## src/include/ctos_pkg.sv

```systemverilog
// package for calibration/test output select
// assumes one clock domain, synchronous reset
package ctos_pkg;
   // ------------------------------------------------------------
   // operating mode codes and configuration constants
   // ------------------------------------------------------------
   localparam logic [3:0] MODE_CAL1    = 4'h1;
   localparam logic [3:0] MODE_CAL2    = 4'h2;
   localparam logic [3:0] MODE_CAL3    = 4'h7;
   localparam logic [3:0] MODE_TEST6   = 4'h6;
   localparam logic [3:0] MODE_SYSTEST = 4'hb;
   localparam logic [8:0] RES_SYSTEST  = 9'h1b0;
   localparam logic [3:0] HYS_SYSTEST  = 4'hf;
   localparam int         RES_STEPS    = 8;
   localparam int         SWITCH_DEG   = 360 / RES_STEPS;
   localparam int         SWITCH_PER_Q = 90 / SWITCH_DEG;
   localparam logic [1:0] BIAS_INTERNAL = 2'h0;
   localparam int         RIN_VOLT_BIT  = 0;
   localparam int         TOP_CHK_ON    = 3;
   localparam int         TOP_CHK_OFF   = 4;
   localparam int         OUT_CFG_HI    = 7;
   localparam int         OUT_CFG_LO    = 4;

   // ------------------------------------------------------------
   // carriers
   // ------------------------------------------------------------
   typedef struct packed {
      logic a_pos;
      logic a_neg;
      logic b_pos;
      logic b_neg;
      logic z_pos;
      logic z_neg;
      logic err;
   } ctos_pins_t;

   typedef struct packed {
      logic sin_pos;
      logic sin_neg;
      logic cos_pos;
      logic cos_neg;
      logic zero_chan_pos;
      logic zero_chan_neg;
      logic mid_potential_one;
      logic mid_potential_two;
      logic bias_current;
      logic temp_sense;
      logic temp_thresh;
      logic temp_warn;
      logic temp_shut;
   } ctos_analog_t;

   typedef enum logic [2:0] {
      CTOS_SRC_NORMAL,
      CTOS_SRC_CAL1,
      CTOS_SRC_CAL2,
      CTOS_SRC_CAL3,
      CTOS_SRC_TEST6,
      CTOS_SRC_SYSTEST
   } ctos_src_t;
endpackage

```

## src/rtl/ctos_sync.sv

```systemverilog
// three-stage input synchroniser with agreement filter
// assumes input asynchronous to ref_clk
`timescale 1ns/1ps
module ctos_sync
   import ctos_pkg::*;
#(
   parameter int WIDTH = 1
) (
   input  wire logic             ref_clk,
   input  wire logic             srst,
   input  wire logic             clk_en,
   input  wire logic [WIDTH-1:0] async_in,
   output logic      [WIDTH-1:0] sync_out
);
   logic [WIDTH-1:0] st1_ff;
   logic [WIDTH-1:0] st2_ff;
   logic [WIDTH-1:0] st3_ff;
   logic [WIDTH-1:0] out_ff;
   logic [WIDTH-1:0] nxt_out;

   // --------------------------------------------------------------
   // accept a change once stages two and three agree
   // --------------------------------------------------------------
   assign nxt_out  = (~(st2_ff ^ st3_ff) & st2_ff) | ((st2_ff ^ st3_ff) & out_ff);
   assign sync_out = out_ff;

   always_ff @(posedge ref_clk) begin
      if (srst) begin
         st1_ff <= '0;
         st2_ff <= '0;
         st3_ff <= '0;
         out_ff <= '0;
      end else if (clk_en) begin
         st1_ff <= async_in;
         st2_ff <= st1_ff;
         st3_ff <= st2_ff;
         out_ff <= nxt_out;
      end
   end
endmodule

```

## src/rtl/ctos_top.sv

```systemverilog
// output pin multiplexer for calibration and system test modes
// assumes all source signals on ref_clk except the zero input pin
`timescale 1ns/1ps
module ctos_top
   import ctos_pkg::*;
#(
   parameter int ANGLE_W  = 3,
   parameter int COUNT_W  = 16
) (
   input  wire logic               ref_clk,
   input  wire logic               srst,
   input  wire logic               clk_en,
   input  wire logic [3:0]         mode_select,
   input  wire logic [8:0]         resolution_select,
   input  wire logic [3:0]         hysteresis_select,
   input  wire logic [7:0]         output_config,
   input  wire logic [5:0]         fine_gain_a,
   input  wire logic [5:0]         fine_gain_b,
   input  wire logic [7:0]         test_option_bits,
   input  wire logic [1:0]         input_reference_select,
   input  wire logic [3:0]         sincos_input_resistance,
   input  wire logic [3:0]         zero_input_resistance,
   input  wire logic               index_enable,
   input  wire logic [COUNT_W-1:0] lines_per_zero,
   input  wire logic [ANGLE_W-1:0] angle_octant,
   input  wire logic               zero_pin_raw,
   input  wire logic               error_in,
   input  wire ctos_pins_t         normal_pins,
   input  wire ctos_analog_t       analog_in,
   output ctos_pins_t              out_pins,
   output ctos_src_t               src_sel,
   output logic                    systest_setup_ok,
   output logic                    input_check_ok,
   output logic                    sincos_current_mode,
   output logic                    zero_current_mode,
   output logic                    reference_ok,
   output logic                    verify_done,
   output logic                    line_count_error
);
   // --------------------------------------------------------------
   // mode decode
   // --------------------------------------------------------------
   wire is_cal1    = (mode_select == MODE_CAL1);
   wire is_cal2    = (mode_select == MODE_CAL2);
   wire is_cal3    = (mode_select == MODE_CAL3);
   wire is_test6   = (mode_select == MODE_TEST6);
   wire is_systest = (mode_select == MODE_SYSTEST);

   ctos_src_t src_w;
   always_comb begin
      if (is_systest) begin
         src_w = CTOS_SRC_SYSTEST;
      end else if (is_cal1) begin
         src_w = CTOS_SRC_CAL1;
      end else if (is_cal2) begin
         src_w = CTOS_SRC_CAL2;
      end else if (is_cal3) begin
         src_w = CTOS_SRC_CAL3;
      end else if (is_test6) begin
         src_w = CTOS_SRC_TEST6;
      end else begin
         src_w = CTOS_SRC_NORMAL;
      end
   end

   // --------------------------------------------------------------
   // configuration checks
   // --------------------------------------------------------------
   wire setup_w = (resolution_select == RES_SYSTEST)
                & (hysteresis_select == HYS_SYSTEST)
                & (output_config[OUT_CFG_HI:OUT_CFG_LO] == '0);
   wire check_w = (fine_gain_a == '0) & (fine_gain_b == '0)
                & test_option_bits[TOP_CHK_ON]
                & ~test_option_bits[TOP_CHK_OFF];
   wire sc_cur_w = ~sincos_input_resistance[RIN_VOLT_BIT];
   wire z_cur_w  = ~zero_input_resistance[RIN_VOLT_BIT];
   wire ref_ok_w = ~(sc_cur_w | z_cur_w)
                 | (input_reference_select == BIAS_INTERNAL);

   // --------------------------------------------------------------
   // zero input synchroniser
   // --------------------------------------------------------------
   logic zero_sync;
   ctos_sync #(
      .WIDTH (1)
   ) u_zero_sync (
      .ref_clk  (ref_clk),
      .srst     (srst),
      .clk_en   (clk_en),
      .async_in (zero_pin_raw),
      .sync_out (zero_sync)
   );

   // --------------------------------------------------------------
   // switchpoints from octant of the angle, 45 degree steps
   // --------------------------------------------------------------
   // octant 0..7: a4 = sine sign, b4 = cosine sign,
   // a8 toggles every 90 degrees at the odd octants, b8 toggles every 45 degrees
   wire [ANGLE_W-1:0] oct = angle_octant;
   wire a4_w = ~oct[ANGLE_W-1];
   wire b4_w = ~(oct[ANGLE_W-1] ^ oct[ANGLE_W-2]);
   wire a8_w = oct[0] ^ oct[ANGLE_W-2];
   wire b8_w = oct[0];

   // --------------------------------------------------------------
   // line count verification between zero pulses
   // --------------------------------------------------------------
   logic               zero_d_ff;
   logic [COUNT_W-1:0] cnt_ff;
   logic [1:0]         zeros_ff;
   logic               done_ff;
   logic               lerr_ff;
   logic [ANGLE_W-1:0] oct_d_ff;
   logic [COUNT_W-1:0] nxt_cnt;
   logic [1:0]         nxt_zeros;
   logic               nxt_done;
   logic               nxt_lerr;

   wire zero_rise = zero_sync & ~zero_d_ff;
   wire line_step = (oct != oct_d_ff) & (oct == '0);
   wire armed     = index_enable & is_systest;

   always_comb begin
      nxt_cnt   = cnt_ff;
      nxt_zeros = zeros_ff;
      nxt_done  = done_ff;
      nxt_lerr  = lerr_ff;
      if (!armed) begin
         nxt_cnt   = '0;
         nxt_zeros = '0;
         nxt_done  = 1'b0;
         nxt_lerr  = 1'b0;
      end else if (zero_rise) begin
         nxt_cnt = '0;
         if (zeros_ff != 2'h2) begin
            nxt_zeros = zeros_ff + 2'h1;
         end
         if (zeros_ff != 2'h0) begin
            nxt_done = 1'b1;
            nxt_lerr = (cnt_ff != lines_per_zero);
         end
      end else if (line_step) begin
         nxt_cnt = cnt_ff + {{(COUNT_W-1){1'b0}}, 1'b1};
      end
   end

   always_ff @(posedge ref_clk) begin
      if (srst) begin
         zero_d_ff <= 1'b0;
         oct_d_ff  <= '0;
         cnt_ff    <= '0;
         zeros_ff  <= '0;
         done_ff   <= 1'b0;
         lerr_ff   <= 1'b0;
      end else if (clk_en) begin
         zero_d_ff <= zero_sync;
         oct_d_ff  <= oct;
         cnt_ff    <= nxt_cnt;
         zeros_ff  <= nxt_zeros;
         done_ff   <= nxt_done;
         lerr_ff   <= nxt_lerr;
      end
   end

   // error valid only once two zero pulses seen
   wire err_valid = done_ff & (error_in | lerr_ff);

   // --------------------------------------------------------------
   // output pin multiplexer
   // --------------------------------------------------------------
   ctos_pins_t pins_w;
   always_comb begin
      pins_w = normal_pins;
      case (src_w)
         CTOS_SRC_SYSTEST: begin
            pins_w.a_pos = a4_w;
            pins_w.b_pos = b4_w;
            pins_w.a_neg = a8_w;
            pins_w.b_neg = b8_w;
            pins_w.z_pos = zero_sync;
            pins_w.z_neg = done_ff;
            pins_w.err   = err_valid;
         end
         CTOS_SRC_CAL1: begin
            pins_w.a_pos = analog_in.bias_current;
            pins_w.z_pos = analog_in.zero_chan_pos;
            pins_w.z_neg = analog_in.zero_chan_neg;
         end
         CTOS_SRC_CAL2: begin
            pins_w.a_pos = analog_in.sin_pos;
            pins_w.a_neg = analog_in.sin_neg;
            pins_w.b_pos = analog_in.cos_pos;
            pins_w.b_neg = analog_in.cos_neg;
            pins_w.z_pos = analog_in.mid_potential_one;
            pins_w.z_neg = analog_in.mid_potential_two;
         end
         CTOS_SRC_CAL3: begin
            pins_w.a_pos = analog_in.temp_sense;
            pins_w.a_neg = analog_in.temp_thresh;
            pins_w.b_pos = 1'b0;
            pins_w.b_neg = 1'b0;
            pins_w.z_pos = analog_in.temp_warn;
            pins_w.z_neg = analog_in.temp_shut;
         end
         CTOS_SRC_TEST6: begin
            pins_w.a_pos = analog_in.sin_pos & check_w;
            pins_w.a_neg = analog_in.sin_neg & check_w;
            pins_w.b_pos = analog_in.cos_pos & check_w;
            pins_w.b_neg = analog_in.cos_neg & check_w;
            pins_w.z_pos = analog_in.mid_potential_one;
            pins_w.z_neg = analog_in.mid_potential_two;
         end
         default: begin
            pins_w = normal_pins;
         end
      endcase
   end

   // --------------------------------------------------------------
   // registered outputs
   // --------------------------------------------------------------
   always_ff @(posedge ref_clk) begin
      if (srst) begin
         out_pins            <= '0;
         src_sel             <= CTOS_SRC_NORMAL;
         systest_setup_ok    <= 1'b0;
         input_check_ok      <= 1'b0;
         sincos_current_mode <= 1'b0;
         zero_current_mode   <= 1'b0;
         reference_ok        <= 1'b0;
      end else if (clk_en) begin
         out_pins            <= pins_w;
         src_sel             <= src_w;
         systest_setup_ok    <= setup_w;
         input_check_ok      <= check_w;
         sincos_current_mode <= sc_cur_w;
         zero_current_mode   <= z_cur_w;
         reference_ok        <= ref_ok_w;
      end
   end

   assign verify_done      = done_ff;
   assign line_count_error = lerr_ff;
endmodule

```

## config.mk

```make
export PLATFORM = sky130hd
export DESIGN_NAME = ctos_top
export DESIGN_NICKNAME = d
export VERILOG_FILES = /design/src/include/ctos_pkg.sv /design/src/rtl/ctos_sync.sv /design/src/rtl/ctos_top.sv
export SDC_FILE = /design/constraint.sdc
export NUM_CORES = 1
export LEC_CHECK = 0
export ABC_AREA = 1
export BUFFER_PORTS_ARGS = -buffer_cell sky130_fd_sc_hd__buf_2
export CORE_MARGIN = 8
export CORE_UTILIZATION = 38
export DETAILED_ROUTE_END_ITERATION = 6
export GPL_ROUTABILITY_DRIVEN = 0
export PLACE_DENSITY = 0.71
export SLEW_MARGIN = 10
export SYNTH_ARGS = -nofsm -noshare
export SYNTH_HDL_FRONTEND = slang
export SYNTH_SLANG_ARGS = --single-unit
```

## constraint.sdc

```tcl
create_clock -name ref_clk -period 1.7 [get_ports ref_clk]
set_input_delay 0.085 -clock ref_clk [delete_from_list [all_inputs] [get_ports ref_clk]]
set_output_delay 0.085 -clock ref_clk [all_outputs]
set_load 0.1 [all_outputs]
```

* Word-level counts from Yosys, hierarchy flattened
Cells that the tools add are included.
Word-level totals: register bits after elaboration 43, input bits 100, output and inout port bits 17, word-level logic and storage cells 105
Operators by class: $add $sub $neg 2, eq/ne operators 19, muxes and demuxes 21, bitwise gates (word level) 30, reduce and logical (&&, ||, !) cells 10
Operators by type and width (count):
- 16-bit two-way mux | 3
- 16-bit by 1-bit adder with 16-bit output, second input constant | 1
- 16-bit != test | 1
- 1-bit AND | 15
- 3-bit two-way mux | 5
- 6-bit logical NOT | 2
- 3-bit case mux with 4 select lines | 1
- 9-bit equality test, second input constant | 1
- 4-bit by 3-bit equality test with 1-bit output, second input constant | 2
- 4-bit equality test, second input constant | 2
- 1-bit inverter | 8
- 2-bit case mux with 4 select lines | 1
- 1-bit two-way mux | 7
- 3-bit by 2-bit equality test with 1-bit output, second input constant | 2
- 3-bit equality test, second input constant | 2
- 2-bit two-way mux | 3
- 3-bit AND reduction | 2
- 1-bit case mux with 5 select lines | 1
- 4-bit by 1-bit equality test with 1-bit output, second input constant | 1
- 4-bit by 2-bit equality test with 1-bit output, second input constant | 1
- 4-bit logical NOT | 1
- 2-bit by 1-bit != test with 1-bit output, second input constant | 2
- 2-bit != test, second input constant | 2
- 1-bit OR | 4
- other kinds (10) | 12

* Logic depth before layout (Yosys ltp)
depth after elaboration 9, depth in mapped cells 12

* Hierarchy
Synthesis repeated with hierarchy kept, for this count alone.
Second synthesis, totals: cell total of the unflattened synthesis 435, area total of the unflattened synthesis 2777.7 um2
Modules (own cells, without submodules):
- ctos_top | times used 1, cells each 413, area each 2616.3 um2
- ctos_sync | times used 1, cells each 22, area each 161.4 um2

* Least setup slack after synthesis
No wires, ideal clock.
kind register to register, start point register done_ff (netlist: verify_done), end point register out_pins[0] (netlist bit), data arrival time 1485 ps, setup slack 154 ps, cell stages (with the launch flop) 7, clock period less this slack 1546 ps, path through dfxtp_1 inv_1 nor2_1 o21ai_0 nand2_1 o211ai_1 inv_1
Between the ends: cells in the longest elaborated chain, start to end 2
RTL lines:
- from (decl) | line ctos_top.sv:111 | logic done_ff;
- from (signal assigned) | line ctos_top.sv:160 | done_ff <= nxt_done;
- 1-bit AND | line ctos_top.sv:166 | wire err_valid = done_ff & (error_in | lerr_ff);
- 1-bit two-way mux | line ctos_top.sv:174 | case (src_w)
- to (signal assigned) | line ctos_top.sv:232 | out_pins <= pins_w;
- to (decl) | line ctos_top.sv:30 | output ctos_pins_t out_pins,
No other way between the ends. A chain may end at the register's enable or synchronous reset.

* Final worst setup path
start point register cnt_ff[1], end point register cnt_ff[11]
Between the ends: cells in the longest elaborated chain, start to end 4
RTL lines:
- from (decl) | line ctos_top.sv:109 | logic [COUNT_W-1:0] cnt_ff;
- from (signal assigned) | line ctos_top.sv:158 | cnt_ff <= nxt_cnt;
- 16-bit by 1-bit adder with 16-bit output | line ctos_top.sv:143 | nxt_cnt = cnt_ff + {{(COUNT_W-1){1'b0}}, 1'b1};
- 16-bit two-way mux | line ctos_top.sv:142 | end else if (line_step) begin
- 16-bit two-way mux | line ctos_top.sv:133 | end else if (zero_rise) begin
- 16-bit two-way mux | line ctos_top.sv:128 | if (!armed) begin
No other way between the ends. The select of a mux whose other input is x is not followed.

==> impl_metrics.py <==
metrics = {
    "outcome": {
        "status": "finished, final reports clean",
    },
    "floorplan": {
        "dieArea_sq_um": 10000,
        "io_pins": 117,
        "core_sq_um": 6830,
        "start_util_pct": 39.3,
        "die_y_um": 100,
        "dieWidth_um": 100,
        "rows": 30,
    },
    "final_layout": {
        "area_growth_pct": 28.2,
        "nNetsFinal": 626,
        "drive_above_1_share_pct": 26.2,
        "postLayoutCoreUtil_pct": 50.4,
        "n_fill_cell": 722,
        "diodes": 0,
        "layout_common_cells": "nand2_1, buf_2, nor2_1",
        "fin_area_sq_um": 3440,
    },
    "setup_path": {
        "r2r-start": "cnt_ff[1]$_SDFFE_PP0P_",
        "crit_slowest_cell": "dfxtp_1",
        "path_max_fanout": 7,
        "r2r-end": "cnt_ff[11]$_SDFFE_PP0P_",
        "required_ns": 1.94,
        "critPathLaunchType": "flop",
        "cp_common_cell": "nand2_1",
        "path_class": "reg2reg",
        "r2r_setup_slack_ns": 0.16,
        "critPathMaxStageDelay_ns": 0.41,
        "worstPathArrival_ns": 1.78,
        "reg2regPathDepth": 9,
        "path_cells": "nand3_1 -> nor2_2 -> nand2_1 -> nor3_4 -> buf_12 -> nand3_2 -> nand2_1 -> nand2_1 -> nor2_1",
        "worstSetupEndpointType": "flop",
    },
    "global_route": {
        "antenna_found_initial": 0,
        "grt_pass1_vias": 2901,
        "grt_overflow": 0,
        "grt_pass1_wl_mm": 12.7,
        "grt_busiest_layer": "met2",
        "met2_usage_pct": 26.9,
        "grtUsageMet1_pct": 17.3,
        "track_usage_pct": 15.3,
        "grt.met3_usage_pct": 4.22,
        "grt_max_degree": 28,
    },
    "power": {
        "p_per_area_nw_per_um2": 649,
        "power_leakage_nw": 1.67,
        "ir_worst_vdd_uv": 521,
    },
    "clock_tree": {
        "cts-root-buf": "clkbuf_8",
        "cts.sinks": 43,
        "cts-htree-levels": 2,
        "clock_path_buffers": 2,
        "cts_made_buffers": 5,
        "clkLatencyLatePin_ns": 0.29,
        "clkTransAtPathRegs_ns": 0.09,
        "cts_tree": "done",
    },
    "route": {
        "postRouteAntennaNets": 0,
        "route.detailed.wl_per_inst_um": 12.2,
        "remaining_drc_errors": 0,
        "wl_mm": 7.53,
        "num_vias": 2923,
        "drt_iter0_drc": 133,
        "firstDrtPassIters": 4,
        "vias_per_cell": 4.72,
    },
    "sta": {
        "fin_crit_sh_pct": 90.8,
        "finalClockSkew_ns": 0.0102,
        "finalSetupTns_ns": 0,
        "slew_violations": 0,
        "tightest_slew_ns": 0.610,
        "post-route-min-period_ns": 1.54,
        "setup_viol": 0,
        "hold_viol": 0,
        "fmax_ghz": 0.648,
        "slew_headroom_pct": 59.3,
    },
    "synthesis": {
        "synthCells": 416,
        "yosysSeqAreaShare_pct": 32.1,
        "synth.ff_latch_count": 43,
        "synth_area_sq_um": 2690,
        "ys_types": 33,
        "synth_fp_nets": 520,
        "syn_area_per_cell_sq_um": 6.45,
        "yosysWarnings": 0,
    },
    "worst_hold_path": {
        "min_from": "zero_pin_raw",
        "holdPathEnd": "u_zero_sync.st1_ff$_SDFFE_PP0P_",
        "holdPathStages": 3,
        "hp-class": "in2reg",
    },
    "placement": {
        "dp_hpwl_mm": 5.96,
        "placed_cell_area_sq_um": 3310,
        "io_buffer_count": 100,
    },
    "flow_run": {
        "drv_cap": 0,
    },
}
## per-layer routing
layer | vias up | wire [um]
met3 | 6 | 452
li1 | 1544 | -
met5 | - | 0
met1 | 1307 | 3240
met2 | 66 | 3760
met4 | 0 | 87
## critical path: cells and delay by family, from the launching register on
| kind | cells | cell delay [ns] |
|---|---|---|
| AND/OR/NAND/NOR | 8 | 0.96 |
| buffers and inverters | 1 | 0.14 |
| flip-flops | 1 | 0.41 |
## metrics by stage
step	hold WS [ns]	instances	setup slack [ns]	power (mW)
after floorplan	0.179	416	0.154	1.44
after global placement	0.284	608	0.197	1.60
after detailed placement	0.289	608	0.152	1.62
after CTS	0.0107	618	0.134	2.25
after global routing	0.0244	619	-0.00630	2.35
final	0.0180	619	0.157	2.23
## how the worst max path moves through the flow
stage	startpoint	slack, ns	end
after global placement	cnt_ff[0]$_SDFFE_PP0P_	0.20	cnt_ff[14]$_SDFFE_PP0P_
after detailed placement	cnt_ff[2]$_SDFFE_PP0P_	0.15	cnt_ff[11]$_SDFFE_PP0P_
after floorplan	verify_done$_SDFFE_PP0P_	0.15	out_pins[0]$_SDFFE_PP0P_
after global routing	cnt_ff[1]$_SDFFE_PP0P_	-0.006	cnt_ff[11]$_SDFFE_PP0P_
final	cnt_ff[1]$_SDFFE_PP0P_	0.16	cnt_ff[11]$_SDFFE_PP0P_
after CTS	cnt_ff[0]$_SDFFE_PP0P_	0.13	cnt_ff[11]$_SDFFE_PP0P_
## report_power, final
| group | switching (mW) | leakage (nW) | total, mW | internal (mW) |
|---|---|---|---|---|
| combinational | 0.363 | 1.28 | 0.535 | 0.172 |
| sequential | 0.0190 | 0.352 | 1.06 | 1.04 |
| clock | 0.350 | 0.0412 | 0.637 | 0.288 |
| total | 0.732 | 1.67 | 2.23 | 1.50 |
## final cells by class
type	instances	area (sq um)	share of cell area [%]
clock buffers	6	72.6	2.11
clock inverters	2	12.5	0.363
inverters	54	203	5.89
multi-input cells	308	1570	45.5
flip-flops and latches	43	863	25.1
well taps	96	120	3.49
repair buffers	110	606	17.6
## state kept, by name, summed over array words and instances (netlist names), 2 cells and up, named ones only
register  cells
cnt_ff       16
src_sel       3
out_pins      7
oct_d_ff      3
zeros_ff      2
## what timing repair did
action                     in CTS  in global routing
gates resized for setup         0                  3
setup endpoints to repair       0                  6
hold endpoints to repair        2                  0
hold buffers                    2                  0
setup buffers                   0                  1
## kinds of logic (layout without fill, tap and decap cells)
| group | count (synthesis) | after routing | synth area share [%] |
|---|---|---|---|
| DFF | 43 | 43 | 32.1 |
| and+or+nand+nor | 220 | 220 | 37.3 |
| adders and majority gates | 4 | 4 | 1.86 |
| xor gates and xnor gates | 17 | 17 | 5.55 |
| AOI/OAI and AO/OA | 67 | 67 | 13.6 |
| buffers and inverters | 65 | 172 | 9.69 |
## Yosys cell counts
| library cell | count | area share [%] |
|---|---|---|
| nand2_1 | 100 | 14 |
| nor2_1 | 60 | 8.4 |
| inv_1 | 51 | 7.1 |
| dfxtp_1 | 43 | 32 |
| a21oi_1 | 31 | 5.8 |
| nand3_1 | 30 | 5.6 |
| o21ai_0 | 27 | 5.0 |
| nand4_1 | 10 | 2.3 |
| xor2_1 | 10 | 3.3 |
| clkbuf_1 | 7 | 0.98 |
| xnor2_1 | 7 | 2.3 |
| a21oi_2 | 4 | 1.3 |
| ha_1 | 4 | 1.9 |
| nand2_4 | 4 | 1.7 |
| nor2_4 | 3 | 1.3 |
| nor3_1 | 3 | 0.56 |
| o211ai_1 | 3 | 0.84 |
| buf_6 | 2 | 0.84 |
| inv_2 | 2 | 0.28 |
| or2_2 | 2 | 0.47 |
| and3_1 | 1 | 0.23 |
| buf_1 | 1 | 0.14 |
| buf_2 | 1 | 0.19 |
| clkinv_1 | 1 | 0.14 |
| nand3_2 | 1 | 0.37 |
| nand3b_1 | 1 | 0.28 |
| nor2_2 | 1 | 0.23 |
| nor2_8 | 1 | 0.75 |
| nor3_4 | 1 | 0.61 |
| nor4_1 | 1 | 0.23 |
| nor4b_1 | 1 | 0.33 |
| o21a_1 | 1 | 0.28 |
| o221ai_1 | 1 | 0.33 |
No activity file was read; power rests on OpenSTA's default activity.
